===== src/wdog_params.svh =====
// Constants for the watchdog timer: register offsets, field positions,
// reset values and timing counts. Assumes a 100 MHz system clock.
`ifndef WDOG_PARAMS_SVH
`define WDOG_PARAMS_SVH

// Register port
`define REG_ADDR_W 4
`define REG_DATA_W 8
`define OFS_WATCHDOG_CONTROL 4'h0
`define OFS_WDOG_STATUS 4'h1

// Control register fields
`define CTRL_SW_EN_BIT 0
`define CTRL_PSEL_LSB 1
`define CTRL_PSEL_MSB 5
`define CTRL_RESET 8'h16
`define PSEL_RESET 5'h0B

// Status register fields
`define STAT_PD_BIT 0
`define STAT_TO_BIT 1
`define STAT_ACTIVE_BIT 2

// Prescale: two to the power (code plus five), codes above 18 give 1:32
`define PSEL_EXP_BASE 5
`define PSEL_MAX_CODE 5'h12
`define WDOG_CNT_W 23

// Low-frequency oscillator tick derived from the system clock
`define CLK_PERIOD_NS 10
`define LF_OSC_PERIOD_NS 32258
`define LF_TICK_CYCLES (`LF_OSC_PERIOD_NS / `CLK_PERIOD_NS)
`define LF_DIV_W 12

`endif


===== src/wdog_pkg.sv =====
// Types shared by the watchdog timer files.
// Assumes wdog_params.svh is on the include path.
package wdog_pkg;

   // Mode configuration codes
   typedef enum logic [1:0]
   {
      MODE_OFF = 2'h0,
      MODE_SW = 2'h1,
      MODE_NO_SLEEP = 2'h2,
      MODE_ON = 2'h3
   } mode_cfg_type;

   // Power state of the device as the watchdog sees it
   typedef enum logic [2:0]
   {
      ST_AWAKE = 3'h1,
      ST_SLEEP = 3'h2,
      ST_OST = 3'h4
   } pwr_state_type;

   // Watchdog control register layout
   typedef struct packed
   {
      logic [1:0] unused;
      logic [4:0] wdog_period_sel;
      logic sw_wdog_enable;
   } wdog_ctrl_type;

   // Register port request
   typedef struct packed
   {
      logic [3:0] addr;
      logic [7:0] wdata;
      logic wr;
      logic rd;
   } reg_req_type;

endpackage


===== src/watchdog_timer.sv =====
// Watchdog timer with sleep-aware clearing, four enable modes and a
// control register on a plain strobe port.
// Assumes sleep and wake signals come from logic on the same system clock.
//
// What this block does
// (RQ1) Entering Sleep clears the counter; an enabled watchdog then counts from zero.
// (RQ2) Leaving Sleep clears the counter; held clear until oscillator start-up finishes.
// (RQ3) Time-out during Sleep wakes the device instead of resetting it.
// (RQ4) A time-out drives the active-low timeout flag low; it drives the power-down flag low only in Sleep.
// (RQ5) Software mode with enable bit low holds the counter clear and disabled.
// (RQ6) Enable bit at bit 0 works only in software mode.
// (RQ7) Interrupt wake, clear instruction, oscillator failure and reset clear the counter.
// (RQ8) Clock switches and divider changes leave the counter alone.
// (RQ9) Period field bits 5..1 select prescale two to the (code plus five).
// (RQ10) Codes 10011 to 11111 give the minimum 1:32 interval.
// (RQ11) Every reset loads period code 01011, about two seconds.
// (RQ12) Counting uses the 31 kHz low-frequency oscillator tick.
// (RQ13) Control bits 7 and 6 read as zero.
// (RQ14) Mode 11 keeps the watchdog active always, Sleep included.
// (RQ15) Mode 10 is active awake, disabled in Sleep.
// (RQ16) Mode 00 clears and disables, ignoring the enable bit.
// (RQ17) Awake and active, a missed clear within the period resets the device.
// (RQ18) Count reaching the prescale gives one single time-out event.
`timescale 1ns/1ns
`include "wdog_params.svh"

module watchdog_timer
(
   input wire logic clk_sys_i,
   input wire logic rst_i,
   input wire wdog_pkg::reg_req_type reg_req_i,
   output logic [7:0] reg_rdata_o,
   input wire wdog_pkg::mode_cfg_type wdog_mode_cfg_i,
   input wire logic sleep_i,
   input wire logic wake_irq_i,
   input wire logic wdog_clear_instr_i,
   input wire logic osc_fail_i,
   input wire logic osc_startup_timer_en_i,
   input wire logic osc_startup_done_i,
   output logic wdog_reset_o,
   output logic wdog_wake_o,
   output logic timeout_flag_n_o,
   output logic powerdown_flag_n_o,
   output logic wdog_active_o
);
   import wdog_pkg::*;

   ////////////////////////////////////////////////////////////////////////////
   // Decoding helpers

   // Prescale last count for a period code
   function automatic logic [`WDOG_CNT_W-1:0] period_last(input logic [4:0] code);
      logic [23:0] span;
      span = 24'h000000;
      // Reserved codes fall back to 1:32
      if (code > `PSEL_MAX_CODE)
      begin
         span = 24'h000001 << `PSEL_EXP_BASE;
      end
      else
      begin
         span = 24'h000001 << (code + 5'(`PSEL_EXP_BASE));
      end
      period_last = `WDOG_CNT_W'(span - 24'h000001);
   endfunction

   // Whether the watchdog runs in the given mode and power state
   function automatic logic mode_active(input mode_cfg_type mode, input logic sw_en,
                                        input logic asleep);
      case (mode)
         MODE_ON: mode_active = 1'b1;
         MODE_NO_SLEEP: mode_active = !asleep;
         MODE_SW: mode_active = sw_en;
         MODE_OFF: mode_active = 1'b0;
         default: mode_active = 1'b0;
      endcase
   endfunction

   ////////////////////////////////////////////////////////////////////////////
   // Signals

   wdog_ctrl_type ctrl;
   pwr_state_type state;
   pwr_state_type next_state;
   logic [`WDOG_CNT_W-1:0] count;
   logic [`WDOG_CNT_W-1:0] last;
   logic lf_tick;
   logic active;
   logic asleep;
   logic sleep_enter;
   logic sleep_exit;
   logic cnt_clear;
   logic timeout;

   // Oscillator tick from the divider
   lf_tick_gen u_lf_tick
   (
      .clk_sys_i(clk_sys_i),
      .rst_i(rst_i),
      .tick_o(lf_tick)
   );

   ////////////////////////////////////////////////////////////////////////////
   // Power state tracking

   assign asleep = (state == ST_SLEEP);
   assign sleep_enter = sleep_i && !asleep;
   assign sleep_exit = !sleep_i && asleep;

   // Next power state
   always_comb
   begin
      next_state = state;
      case (state)
         ST_AWAKE: next_state = sleep_i ? ST_SLEEP : ST_AWAKE;
         ST_SLEEP:
         begin
            // (RQ2) hold through start-up
            if (!sleep_i)
               next_state = osc_startup_timer_en_i ? ST_OST : ST_AWAKE;
         end
         ST_OST:
         begin
            if (sleep_i)
               next_state = ST_SLEEP;
            else if (osc_startup_done_i)
               next_state = ST_AWAKE;
         end
         default: next_state = ST_AWAKE;
      endcase
   end

   always_ff @(posedge clk_sys_i)
   begin
      if (rst_i)
         state <= ST_AWAKE;
      else
         state <= next_state;
   end

   ////////////////////////////////////////////////////////////////////////////
   // Counter

   // (RQ5) (RQ6) (RQ14) (RQ15) (RQ16) mode table
   assign active = mode_active(wdog_mode_cfg_i, ctrl.sw_wdog_enable, asleep);
   // (RQ9) (RQ10) prescale select
   assign last = period_last(ctrl.wdog_period_sel);

   // (RQ18) single event at the selected count
   assign timeout = active && lf_tick && (state != ST_OST) && (count == last)
                    && !sleep_enter && !sleep_exit;

   // (RQ1) (RQ2) (RQ7) clear sources
   assign cnt_clear = !active || sleep_enter || sleep_exit || (state == ST_OST)
                      || wdog_clear_instr_i || osc_fail_i || (wake_irq_i && asleep)
                      || timeout;

   // (RQ8) (RQ12) Advances on oscillator ticks only; clock changes are no input
   always_ff @(posedge clk_sys_i)
   begin
      if (rst_i)
         count <= '0;
      else if (cnt_clear)
         count <= '0;
      else if (lf_tick)
         count <= count + `WDOG_CNT_W'(1);
   end

   // (RQ3) (RQ17) Time-out resets awake, wakes in Sleep
   always_ff @(posedge clk_sys_i)
   begin
      if (rst_i)
      begin
         wdog_reset_o <= 1'b0;
         wdog_wake_o <= 1'b0;
      end
      else
      begin
         wdog_reset_o <= timeout && !asleep;
         wdog_wake_o <= timeout && asleep;
      end
   end

   // (RQ4) Status flags; a time-out wins over a clear in the same cycle
   always_ff @(posedge clk_sys_i)
   begin
      if (rst_i)
      begin
         timeout_flag_n_o <= 1'b1;
         powerdown_flag_n_o <= 1'b1;
      end
      else if (timeout)
      begin
         timeout_flag_n_o <= 1'b0;
         powerdown_flag_n_o <= asleep ? 1'b0 : powerdown_flag_n_o;
      end
      else if (wdog_clear_instr_i)
      begin
         timeout_flag_n_o <= 1'b1;
         powerdown_flag_n_o <= 1'b1;
      end
      else if (sleep_enter)
      begin
         timeout_flag_n_o <= 1'b1;
         powerdown_flag_n_o <= 1'b0;
      end
   end

   always_ff @(posedge clk_sys_i)
   begin
      if (rst_i)
         wdog_active_o <= 1'b0;
      else
         wdog_active_o <= active;
   end

   ////////////////////////////////////////////////////////////////////////////
   // Register port

   // (RQ11) Control register, period code back to 01011 on reset
   always_ff @(posedge clk_sys_i)
   begin
      if (rst_i)
      begin
         ctrl <= `CTRL_RESET;
      end
      else if (reg_req_i.wr && reg_req_i.addr == `OFS_WATCHDOG_CONTROL)
      begin
         ctrl.wdog_period_sel <= reg_req_i.wdata[`CTRL_PSEL_MSB:`CTRL_PSEL_LSB];
         ctrl.sw_wdog_enable <= reg_req_i.wdata[`CTRL_SW_EN_BIT];
      end
   end

   // (RQ13) Read data a cycle later; unmapped and unused bits are zero
   always_ff @(posedge clk_sys_i)
   begin
      if (rst_i)
      begin
         reg_rdata_o <= 8'h00;
      end
      else if (reg_req_i.rd)
      begin
         reg_rdata_o <= 8'h00;
         if (reg_req_i.addr == `OFS_WATCHDOG_CONTROL)
            reg_rdata_o <= {2'h0, ctrl.wdog_period_sel, ctrl.sw_wdog_enable};
         else if (reg_req_i.addr == `OFS_WDOG_STATUS)
         begin
            reg_rdata_o[`STAT_PD_BIT] <= powerdown_flag_n_o;
            reg_rdata_o[`STAT_TO_BIT] <= timeout_flag_n_o;
            reg_rdata_o[`STAT_ACTIVE_BIT] <= active;
         end
      end
   end
endmodule


===== src/lf_tick_gen.sv =====
// Divider that stands in for the low-frequency oscillator.
// Assumes one system clock; emits a one-cycle enable per oscillator period.
`timescale 1ns/1ns
`include "wdog_params.svh"

module lf_tick_gen
(
   input wire logic clk_sys_i,
   input wire logic rst_i,
   output logic tick_o
);
   import wdog_pkg::*;

   localparam logic [`LF_DIV_W-1:0] DIV_LAST = `LF_DIV_W'(`LF_TICK_CYCLES - 1);

   logic [`LF_DIV_W-1:0] div_cnt;

   // Free-running divider, never gated by the system clock setup
   always_ff @(posedge clk_sys_i)
   begin
      if (rst_i)
      begin
         div_cnt <= '0;
      end
      else if (div_cnt == DIV_LAST)
      begin
         div_cnt <= '0;
      end
      else
      begin
         div_cnt <= div_cnt + `LF_DIV_W'(1);
      end
   end

   // Registered so the tick is one clean cycle
   always_ff @(posedge clk_sys_i)
   begin
      if (rst_i)
      begin
         tick_o <= 1'b0;
      end
      else
      begin
         tick_o <= (div_cnt == DIV_LAST);
      end
   end
endmodule


===== config.mk =====
export PLATFORM = sky130hd
export DESIGN_NAME = watchdog_timer
export DESIGN_NICKNAME = d
export VERILOG_FILES = /design/src/wdog_pkg.sv /design/src/watchdog_timer.sv /design/src/lf_tick_gen.sv
export VERILOG_INCLUDE_DIRS = /design/src
export SDC_FILE = /design/constraint.sdc
export NUM_CORES = 1
export LEC_CHECK = 0
export ABC_CLOCK_PERIOD_IN_PS = 2200
export BUFFER_PORTS_ARGS = -buffer_cell sky130_fd_sc_hd__buf_2
export CAP_MARGIN = 20
export CORE_UTILIZATION = 35
export CTS_BUF_LIST = sky130_fd_sc_hd__clkbuf_8
export DETAILED_ROUTE_END_ITERATION = 7
export SLEW_MARGIN = 20
export SYNTH_ARGS = -nofsm -noshare
export SYNTH_HDL_FRONTEND = slang
export SYNTH_SLANG_ARGS = --single-unit

===== constraint.sdc =====
create_clock -name clk_sys_i -period 2.2 [get_ports clk_sys_i]
set_input_delay 0.11 -clock clk_sys_i [delete_from_list [all_inputs] [get_ports clk_sys_i]]
set_output_delay 0.11 -clock clk_sys_i [all_outputs]
set_load 0.05 [all_outputs]

==> run_results.csv, run 1 <==
group,metric,value,unit
outcome,status,"finished with violations",
outcome,violations,"negative setup slack",
floorplanning,start_util,0.368,
layout,fill_cells,941,
sta,fin_crit_sh,1.10,
power,p_leak,1.67,nW
grt,grt_use_total,0.198,
setup_path,crit_chain,"buf_6 > and4b_2 > a2111oi_4 > o311ai_2 > nor4_4 > o2111ai_4 > nor2_4 > clkbuf_16 > nor3_1",
sta,worst_slack,-0.221,ns
placement,portBuffers,32,
setup_path,worst-path-buf-inv,2,
synth,synth_edf_count,0,
cts,cts_tree,"yes",
floorplanning,io-pin-count,37,
power,combPwrFrac,0.129,
detailed_routing,drtIter0Drc,237,
power,max-vdd-ir-drop,0.256,mV
synth,synth_flop_cell,"dfxtp_1",
synth,avgSynthCellArea,8.29,µm²
placement,place_area,0.00412,mm²
grt,overflow,0,
grt,grt_pass1_vias,3228,
detailed_routing,drt_pass1_iterations,4,
power,pwr-share-seq,0.545,
synth,syn_inst,416,
power,swShare,0.280,
floorplanning,fp.dieW,101,µm
power,clkPwrFrac,0.326,
layout,layout-drive-gt1-share,0.314,
cts,clock_sinks,56,
layout,layout.nets,533,
cts,numCtsBuffers,5,
cts,clockBufferDepth,2,
setup_path,r2r-end,"count[21]",
cts,clk_latency,0.33,ns
hold_path,worstHoldPathType,"in2reg",
layout,antenna_cells,0,
grt,antenna_found_initial,0,
synth,synth-seq-cells,56,
placement,place_congestion,0.918,
setup_path,rr_startpoint,"ctrl[4]",
hold_path,hold_depth,3,
setup_path,slowest_stage,"dfxtp_4",
setup_path,cp.required,2.41,ns
layout,final_cell_area,0.00454,mm²
floorplanning,core_area,0.00937,mm²
sta,max_freq,413,MHz
sta,finalHoldViolCount,0,
cts,cts.clk_slew.worst_paths,0.11,ns
cts,root_buffer,"clkbuf_8",
synth,netlist_area,0.00345,mm²
detailed_routing,drc_errors,0,
setup_path,reg2reg_slack,-0.22,ns
setup_path,path_max_fanout,7,
detailed_routing,via_count,3315,
layout,syn_to_final_growth,31.6,%
power,power-per-cell-area,418,mW/mm²
cts,htreeDepth,2,
setup_path,worst-r2r-cell-count,9,
setup_path,worstSetupPathType,"reg2reg",
hold_path,worstHoldStart,"reg_req_i[2]",
sta,skew,0.00603,ns
detailed_routing,via_per_inst,5.22,
setup_path,startpoint_type,"register",
floorplanning,die_h,101,µm
setup_path,crit_path_end_kind,"register",
detailed_routing,ant_nets,0,
job,cap_violations,0,
grt,grt_start_max_net_pins,25,
grt,grt_pass1_wl,16.1,mm
floorplanning,dieArea,0.0103,mm²
placement,dp_hpwl,6.94,mm
floorplanning,row_count,35,
setup_path,cp_top_family,"simple AND/OR/NAND/NOR gates",
synth,synth_cell_type_count,73,
synth,ys_seq_area_frac,0.325,
setup_path,critPathMaxStageDelay,0.39,ns
detailed_routing,wl,9.72,mm
power,total_power,1.90,mW
sta,rsz0062_at_grt,"true",
power,p_sw,0.531,mW
layout,post-route-util,0.484,
detailed_routing,wl_per_cell,15.3,µm
hold_path,hold-path-endpoint,"ctrl[0]",
sta,drv_slew,0,
synth,synth-async-reset-ratio,0,
setup_path,cp_data_arrival_time,2.63,ns
sta,period_minus_slack,2.42,ns
power,power.internal,1.37,mW
synth,yosysWarnings,0,
sta,setup_violations,27,
## power groups by stage
| stage | logic [mW] | clock network, mW | registers [mW] |
|---|---|---|---|
| 2_1_floorplan | 0.133 | 0 | 1.07 |
| 3_3_place_gp | 0.213 | 0 | 1.06 |
| 3_5_place_dp | 0.216 | 0 | 1.06 |
| 4_1_cts | 0.224 | 0.638 | 1.04 |
| 5_1_grt | 0.266 | 0.674 | 1.04 |
| 6_report | 0.244 | 0.619 | 1.03 |
## metal layers
layer,part of all wire,wire [µm],track usage,vias to the layer above
met5,0,0,0,-
met4,0.015,144,0.0602,0
met3,0.040,388,0.0311,11
met2,0.47,4550,0.326,71
met1,0.48,4640,0.268,1582
li1,-,-,-,1651
## kinds of logic after synthesis
group / after synthesis / share of synthesized area
XOR/XNOR: 45 / 0.120
AO/OA/AOI/OAI: 70 / 0.152
AND/OR/NAND/NOR: 192 / 0.303
multiplexers: 7 / 0.0214
adder cells (fa/ha/maj): 4 / 0.0145
flip-flops: 56 / 0.325
buffers and inverters: 40 / 0.0620
other: 2 / 0.00218
## stage by stage
step	TNS, ns	worst slack (ns)	std cells	hold slack, ns
5_1_grt	-8.35	-0.335	635	0.0188
3_3_place_gp	-14.39	-0.584	616	0.312
2_1_floorplan	0	0.00678	418	0.189
3_5_place_dp	-14.54	-0.636	616	0.317
4_1_cts	-4.71	-0.186	628	0.0182
6_report	-5.21	-0.221	635	0.0207
## worst max path at each step
| stage | from | to | cells after the start |
|---|---|---|---|
| finish | ctrl[4] | count[21] | 9 |
| detailed placement | ctrl[4] | powerdown_flag_n_o | 9 |
| global placement | ctrl[4] | powerdown_flag_n_o | 9 |
| floorplan | ctrl[5] | powerdown_flag_n_o | 8 |
| global route | ctrl[4] | count[21] | 9 |
| CTS | ctrl[1] | timeout_flag_n_o | 9 |
## worst min-delay path: cells and delay by family
kind | cells | cell delay (ns)
buffers and inverters | 1 | 0.10
AOI/OAI and AO/OA | 1 | 0.05
and+or+nand+nor | 1 | 0.05
## synthesized netlist by cell type (all sizes together), types with 4 or more instances
master	n	area [µm²]
dfxtp	56	1120
nor2	38	153
nor3	34	170
xnor2	29	273
nand2	28	105
nand3	24	120
a21oi	23	115
buf	19	135
xor2	16	140
clkbuf	11	41.3
and3	10	62.6
inv	10	37.5
nand2b	9	56.3
nand4	8	56.3
o21ai	7	35.0
nor4	6	43.8
a211o	5	43.8
nor3b	5	42.5
ha	4	50.1
mux2i	4	40.0
nor2b	4	25.0
or2	4	25.0
or3	4	25.0
## state kept, by name (all words and copies together), names as in the netlist
register,cells
ctrl,6
powerdown_flag_n_o,1
count,23
u_lf_tick.tick_o,1
timeout_flag_n_o,1
wdog_wake_o,1
reg_rdata_o,6
wdog_active_o,1
state,3
u_lf_tick.div_cnt,12
wdog_reset_o,1
## placed cells by master (no fill, tap or decap), drive strengths merged, types with 6 or more instances in the layout
master  synthesis  final
dfxtp          56     56
nand2b          9      9
nor4            6      6
nor2           38     38
inv            10     12
xnor2          29     29
and3           10     10
o21ai           7      7
clkbuf         11      6
buf            19    108
nand2          28     28
a21oi          23     23
nand4           8      8
nor3           34     34
xor2           16     16
nand3          24     24
## final cells by class
| type | count | area (µm²) | area share |
|---|---|---|---|
| clock buffer | 5 | 68.8 | 0.0152 |
| clock inverter | 3 | 26.3 | 0.00579 |
| inverter | 10 | 37.5 | 0.00827 |
| multi-input combinational | 322 | 2300 | 0.507 |
| sequential | 56 | 1140 | 0.251 |
| tap | 129 | 161 | 0.0356 |
| timing repair buffer | 110 | 802 | 0.177 |
## timing repair
item | CTS | global route
hold buffers | 1 | 0
cloned | 0 | 2
hold endpoints to repair | 1 | 0
resized for setup | 18 | 27
pin swaps | 9 | 17
buffers inserted | 3 | 5
endpoints found under the setup margin | 27 | 27
Note: power is estimated with default switching activity, not from simulation.
==> run 2: changes to the inputs <==
Settings changed: ABC_AREA set to 1.
==> run_results.csv, run 2 <==
group,metric,value,unit
setup_path,worstSetupPathType,"reg2reg",
power,power.internal,1.39,mW
setup_path,cp_top_family,"simple AND/OR/NAND/NOR gates",
power,max-vdd-ir-drop,0.245,mV
synth,synth_top_area_frac,0.301,
placement,dpl.cell_count,771,
layout,final_common_cell,"nand2_1",
floorplanning,die_h,105,µm
power,power-per-cell-area,402,mW/mm²
cts,hold_buffers,0,
synth,synth_area_leader_cell,"dfxtp_1",
placement,dp_hpwl,7.74,mm
sta,period_minus_slack,2.31,ns
grt,antenna_found_initial,0,
detailed_routing,wl_per_cell,12.8,µm
floorplanning,io-pin-count,37,
synth,synth_flop_cell,"dfxtp_1",
synth,avgSynthCellArea,6.71,µm²
sta,max_freq,433,MHz
sta,rsz0062_at_grt,"true",
cts,numCtsBuffers,5,
detailed_routing,ant_nets,0,
grt,overflow,0,
cts,cts.clk_slew.worst_paths,0.11,ns
grt,grtUsageMet1,0.226,
sta,skew,0.0140,ns
detailed_routing,via_per_inst,4.77,
sta,worst_slack,-0.110,ns
power,p_leak,2.23,nW
grt,grtUsageMet2,0.334,
grt,grt_pass1_vias,3651,
layout,layout_common_cells,"106 x nand2_1, 65 x inv_1, 56 x buf_4",
setup_path,worst-path-buf-inv,2,
setup_path,path_max_fanout,8,
setup_path,critPathMaxStageDelay,0.35,ns
cts,clock_sinks,56,
power,pwr-share-seq,0.527,
setup_path,startpoint_type,"register",
cts,htreeDepth,2,
layout,layout.cells.non_filler,784,
setup_path,cp_data_arrival_time,2.52,ns
floorplanning,fp.dieW,105,µm
grt,grt_use_met3,0.0268,
layout,fill_cells,1043,
outcome,status,"finished with violations",
floorplanning,start_util,0.360,
synth,synth_most_common_cell,"nand2_1",
synth,ys_seq_area_frac,0.301,
synth,yosys-top-cells-area,"dfxtp_1 30%, nand2_1 12%, xor2_1 7.1%, inv_1 6.6%, nor2_1 6.5%",
synth,synth-seq-cells,56,
sta,fin_crit_sh,1.05,
layout,top_regs,"count: 23 flops, u_lf_tick.div_cnt: 12 flops",
detailed_routing,via_count,3742,
grt,grt_use_total,0.186,
layout,regMostFlops,"count",
grt,grt_start_max_net_pins,21,
job,cap_violations,0,
layout,syn_to_final_growth,32.5,%
synth,yosysWarnings,0,
layout,largest_reg_flops,23,
grt,grt-busiest-layer,"met2",
setup_path,crit_path_end_kind,"register",
placement,portBuffers,32,
cts,cts_tree,"yes",
power,clkPwrFrac,0.312,
layout,post-route-util,0.477,
setup_path,slowest_stage,"dfxtp_2",
detailed_routing,drtIter0Drc,207,
layout,final_cell_area,0.00493,mm²
floorplanning,core_area,0.0103,mm²
outcome,violations,"negative setup slack",
floorplanning,row_count,37,
power,swShare,0.296,
power,p_sw,0.586,mW
layout,layout.nets,675,
synth,synth_cell_type_count,39,
sta,setup_violations,25,
detailed_routing,drc_errors,0,
sta,drv_slew,0,
detailed_routing,drt_pass1_iterations,4,
synth,syn_inst,554,
cts,clk_latency,0.32,ns
cts,clockBufferDepth,2,
detailed_routing,wl,10.0,mm
placement,place_congestion,0.905,
sta,finalHoldViolCount,0,
sta,tns,-2.32,ns
power,combPwrFrac,0.162,
cts,root_buffer,"clkbuf_8",
synth,synth-async-reset-ratio,0,
setup_path,crit_chain,"buf_6 > nor2_4 > nand2_2 > nor2_4 > nand2_4 > nand2_2 > nor2_2 > nand2_1 > xor2_1 > nand2_1 > nor2_2 > nand2_2 > nor2_4 > nand3_4 > nand2_4 > clkbuf_16 > nor2_2",
hold_path,worstHoldPathType,"in2reg",
synth,synth_edf_count,0,
layout,antenna_cells,0,
placement,place_area,0.00441,mm²
synth,yosys-top-cells-count,"123 x nand2_1, 65 x inv_1, 64 x nor2_1, 56 x dfxtp_1, 31 x nand3_1",
setup_path,cp.required,2.41,ns
grt,grt_pass1_wl,16.7,mm
layout,layout-drive-gt1-share,0.338,
synth,netlist_area,0.00372,mm²
floorplanning,dieArea,0.0110,mm²
## run 2: worst reg2reg max path: stages, from the launching register on
cell and delay, ns:
dfxtp_2 0.35, buf_6 0.14, nor2_4 0.15, nand2_2 0.11, nor2_4 0.14, nand2_4 0.08, nand2_2 0.11, nor2_2 0.06
nand2_1 0.10, xor2_1 0.16, nand2_1 0.08, nor2_2 0.11, nand2_2 0.08, nor2_4 0.13, nand3_4 0.09, nand2_4 0.12
clkbuf_16 0.17, nor2_2 0.03
## run 2: layout make-up
class,instances,area (µm²),share of cell area
Clock buffer,5,68.8,0.0140
Clock inverter,3,28.8,0.00584
Inverter,72,280,0.0569
Multi-Input combinational cell,416,2550,0.517
Sequential cell,56,1130,0.229
Tap cell,136,170,0.0345
Timing Repair Buffer,96,706,0.143
## run 2: what timing repair did
action                     CTS  global route
resized for setup           64            26
pin swaps                   12            14
buffers inserted             3             0
gates cloned                 1             1
setup endpoints to repair   27            27
## run 2: path summary, 6_finish.rpt
kind | from | to | slack [ns] | cells past startpoint
max reg2reg | ctrl[1] | count[6] | -0.11 | 17
min | reg_req_i[3] | ctrl[1] | 0.01 | 3
min reg2reg | u_lf_tick.div_cnt[0] | u_lf_tick.div_cnt[0] | 0.48 | 1
max | ctrl[1] | count[6] | -0.11 | 17
## run 2: per-stage QoR
step	hold slack (ns)	worst slack, ns	power [mW]
2_1_floorplan	0.235	0.157	1.26
3_3_place_gp	0.338	-0.111	1.35
3_5_place_dp	0.344	-0.122	1.35
4_1_cts	0.00701	-0.0387	1.99
5_1_grt	0.0105	-0.257	2.08
6_report	0.0100	-0.110	1.98
## run 2: cell families after synthesis
group / count (synthesis) / share of synthesized area
other: 2 / 0.00202
AND/OR/NAND/NOR: 310 / 0.399
flip-flops: 56 / 0.301
XOR/XNOR: 36 / 0.0848
adder cells (fa/ha/maj): 4 / 0.0135
buffers and inverters: 85 / 0.106
AO/OA/AOI/OAI: 61 / 0.0935
## run 2: metal layers
layer  part of all wire  wire length [µm]
met4              0.014               140
met2               0.50              5030
met1               0.45              4470
met5                  0                 0
met3              0.036               358
## run 2: power by group through the flow
| stage | Combinational [mW] | Sequential, mW | Clock, mW |
|---|---|---|---|
| 2_1_floorplan | 0.164 | 1.09 | 0 |
| 3_3_place_gp | 0.281 | 1.07 | 0 |
| 3_5_place_dp | 0.284 | 1.07 | 0 |
| 4_1_cts | 0.309 | 1.04 | 0.636 |
| 5_1_grt | 0.354 | 1.05 | 0.681 |
| 6_report | 0.320 | 1.04 | 0.617 |
==> run 3: changes to the inputs <==
Settings changed: CORE_ASPECT_RATIO set to 1.2, RECOVER_POWER set to 100.
==> run_results.csv, run 3 (synthesized netlist as in run 2, its figures left out) <==
group,metric,value,unit
cts,clockBufferDepth,2,
detailed_routing,wl_per_cell,12.6,µm
layout,regMostFlops,"count",
setup_path,r2r-end,"count[13]",
grt,grt_pass1_wl,17.1,mm
floorplanning,fp.dieW,96.1,µm
layout,top_regs,"count: 23 flops, u_lf_tick.div_cnt: 12 flops",
detailed_routing,drtIter0Drc,124,
setup_path,path_max_fanout,8,
sta,max-slew-margin-rel,0.575,
sta,drv_slew,0,
cts,cts.clk_slew.worst_paths,0.10,ns
floorplanning,row_count,40,
layout,layout_common_cells,"112 x nand2_1, 66 x inv_1, 59 x buf_4",
hold_path,hold-path-endpoint,"ctrl[2]",
layout,syn_to_final_growth,30.4,%
sta,finalHoldViolCount,0,
cts,clock_sinks,56,
detailed_routing,ant_nets,0,
sta,fin_crit_sh,1.07,
floorplanning,core_area,0.0102,mm²
detailed_routing,wl,9.82,mm
outcome,status,"finished with violations",
cts,root_buffer,"clkbuf_8",
setup_path,startpoint_type,"register",
cts,clk_latency,0.32,ns
detailed_routing,via_per_inst,4.93,
grt,overflow,0,
grt,grt_start_max_net_pins,18,
cts,htreeDepth,2,
setup_path,cp.required,2.40,ns
detailed_routing,drt_pass1_iterations,4,
sta,setup_violations,27,
power,total_power,2.04,mW
layout,largest_reg_flops,23,
job,cap_violations,0,
power,p_leak,2.17,nW
placement,portBuffers,32,
setup_path,crit_path_end_kind,"register",
setup_path,worstSetupPathType,"reg2reg",
setup_path,reg2reg_slack,-0.16,ns
sta,rsz0062_at_grt,"true",
setup_path,cp_data_arrival_time,2.57,ns
cts,cts_tree,"yes",
detailed_routing,drc_errors,0,
sta,period_minus_slack,2.36,ns
power,power-per-cell-area,422,mW/mm²
detailed_routing,via_count,3843,
placement,place_congestion,0.959,
floorplanning,die_h,115,µm
sta,max_freq,423,MHz
layout,post-route-util,0.477,
sta,fin_hold_ws,0.0147,ns
sta,tightest_slew,0.640,ns
setup_path,rr_startpoint,"ctrl[3]",
layout,layout.nets,680,
grt,grt_use_total,0.195,
floorplanning,io-pin-count,37,
placement,dp_hpwl,7.67,mm
layout,layout-drive-gt1-share,0.302,
outcome,violations,"negative setup slack",
layout,antenna_cells,0,
power,max-vdd-ir-drop,0.337,mV
hold_path,hold_depth,3,
layout,final_common_cell,"nand2_1",
sta,worst_slack,-0.164,ns
sta,skew,0.00666,ns
cts,numCtsBuffers,5,
grt,grt_pass1_vias,3826,
hold_path,worstHoldPathType,"in2reg",
hold_path,worstHoldStart,"reg_req_i[4]",
floorplanning,start_util,0.366,
setup_path,worst-r2r-cell-count,18,
grt,antenna_found_initial,0,
floorplanning,dieArea,0.0110,mm²
==> run 3: changes by cell type in the layout (fill, tap and decap cells not counted), sizes merged <==
cell and change:
inv -1, bufinv +1, dlygate4sd3 +1, nand2 -1
buf -7, clkbuf +12
==> run 3: worst max-delay path by stage <==
| stage | start | endpoint | cells after the start |
|---|---|---|---|
| 2_1_floorplan | ctrl[3] | count[2] | 18 |
| 3_3_place_gp | ctrl[1] | count[13] | 17 |
| 3_5_place_dp | ctrl[1] | count[13] | 17 |
| 4_1_cts | ctrl[3] | count[13] | 16 |
| 5_1_grt | ctrl[3] | powerdown_flag_n_o | 19 |
| 6_report | ctrl[3] | count[13] | 18 |
==> run 3: metal layers <==
metal	part of all wire	wire length, µm	global-route usage	up-vias
met4	0.023	227	0.0746	0
met3	0.031	301	0.0251	19
met1	0.42	4100	0.233	1804
met2	0.53	5190	0.348	70
li1	-	-	-	1950
met5	0	0	0	-
==> run 3: timing repair <==
| action | 4_1_cts | 5_1_grt |
|---|---|---|
| pin swaps | 24 | 7 |
| gates resized for setup | 40 | 28 |
| hold buffers | 1 | 0 |
| setup buffers | 6 | 1 |
| hold endpoints to repair | 1 | 0 |
| setup endpoints to repair | 27 | 28 |
==> run 3: worst max-delay path, cell delays in order, from the launching register on <==
cell,delay [ns]
dfxtp_2,0.35
buf_6,0.12
inv_6,0.07
nand2_4,0.05
nand2_2,0.10
nand2_8,0.10
nand2_2,0.10
nand2_2,0.07
nor2_2,0.13
nand2_2,0.09
xor2_1,0.16
nand2_1,0.07
nor2_1,0.14
nand2_2,0.11
nor2_4,0.15
nand3_4,0.12
nand2_8,0.13
buf_12,0.13
nor3_2,0.04
==> run 3: where the power goes <==
group          switching, mW  total, mW  internal [mW]
sequential            0.0123       1.04           1.03
clock                  0.347      0.687          0.340
combinational          0.196      0.315          0.119
total                  0.555       2.04           1.49
==> run 3: final cells by class <==
| class | count | area, µm² |
|---|---|---|
| inverters | 72 | 278 |
| flip-flops and latches | 56 | 1130 |
| clock buffers | 5 | 68.8 |
| fillers | 1063 | 5310 |
| clock inverters | 3 | 42.5 |
| multi-input cells | 415 | 2440 |
| repair buffers | 102 | 732 |
| well taps | 126 | 158 |
==> run 3: per-stage QoR <==
step / setup WS [ns] / cells / TNS, ns / instance area, µm²
6_report: -0.164 / 779 / -3.72 / 4850
5_1_grt: -0.290 / 779 / -7.24 / 4850
4_1_cts: -0.138 / 778 / -2.78 / 4760
3_5_place_dp: -0.231 / 763 / -5.14 / 4440
3_3_place_gp: -0.220 / 763 / -5.11 / 4440
2_1_floorplan: 0.157 / 556 / 0 / 3730
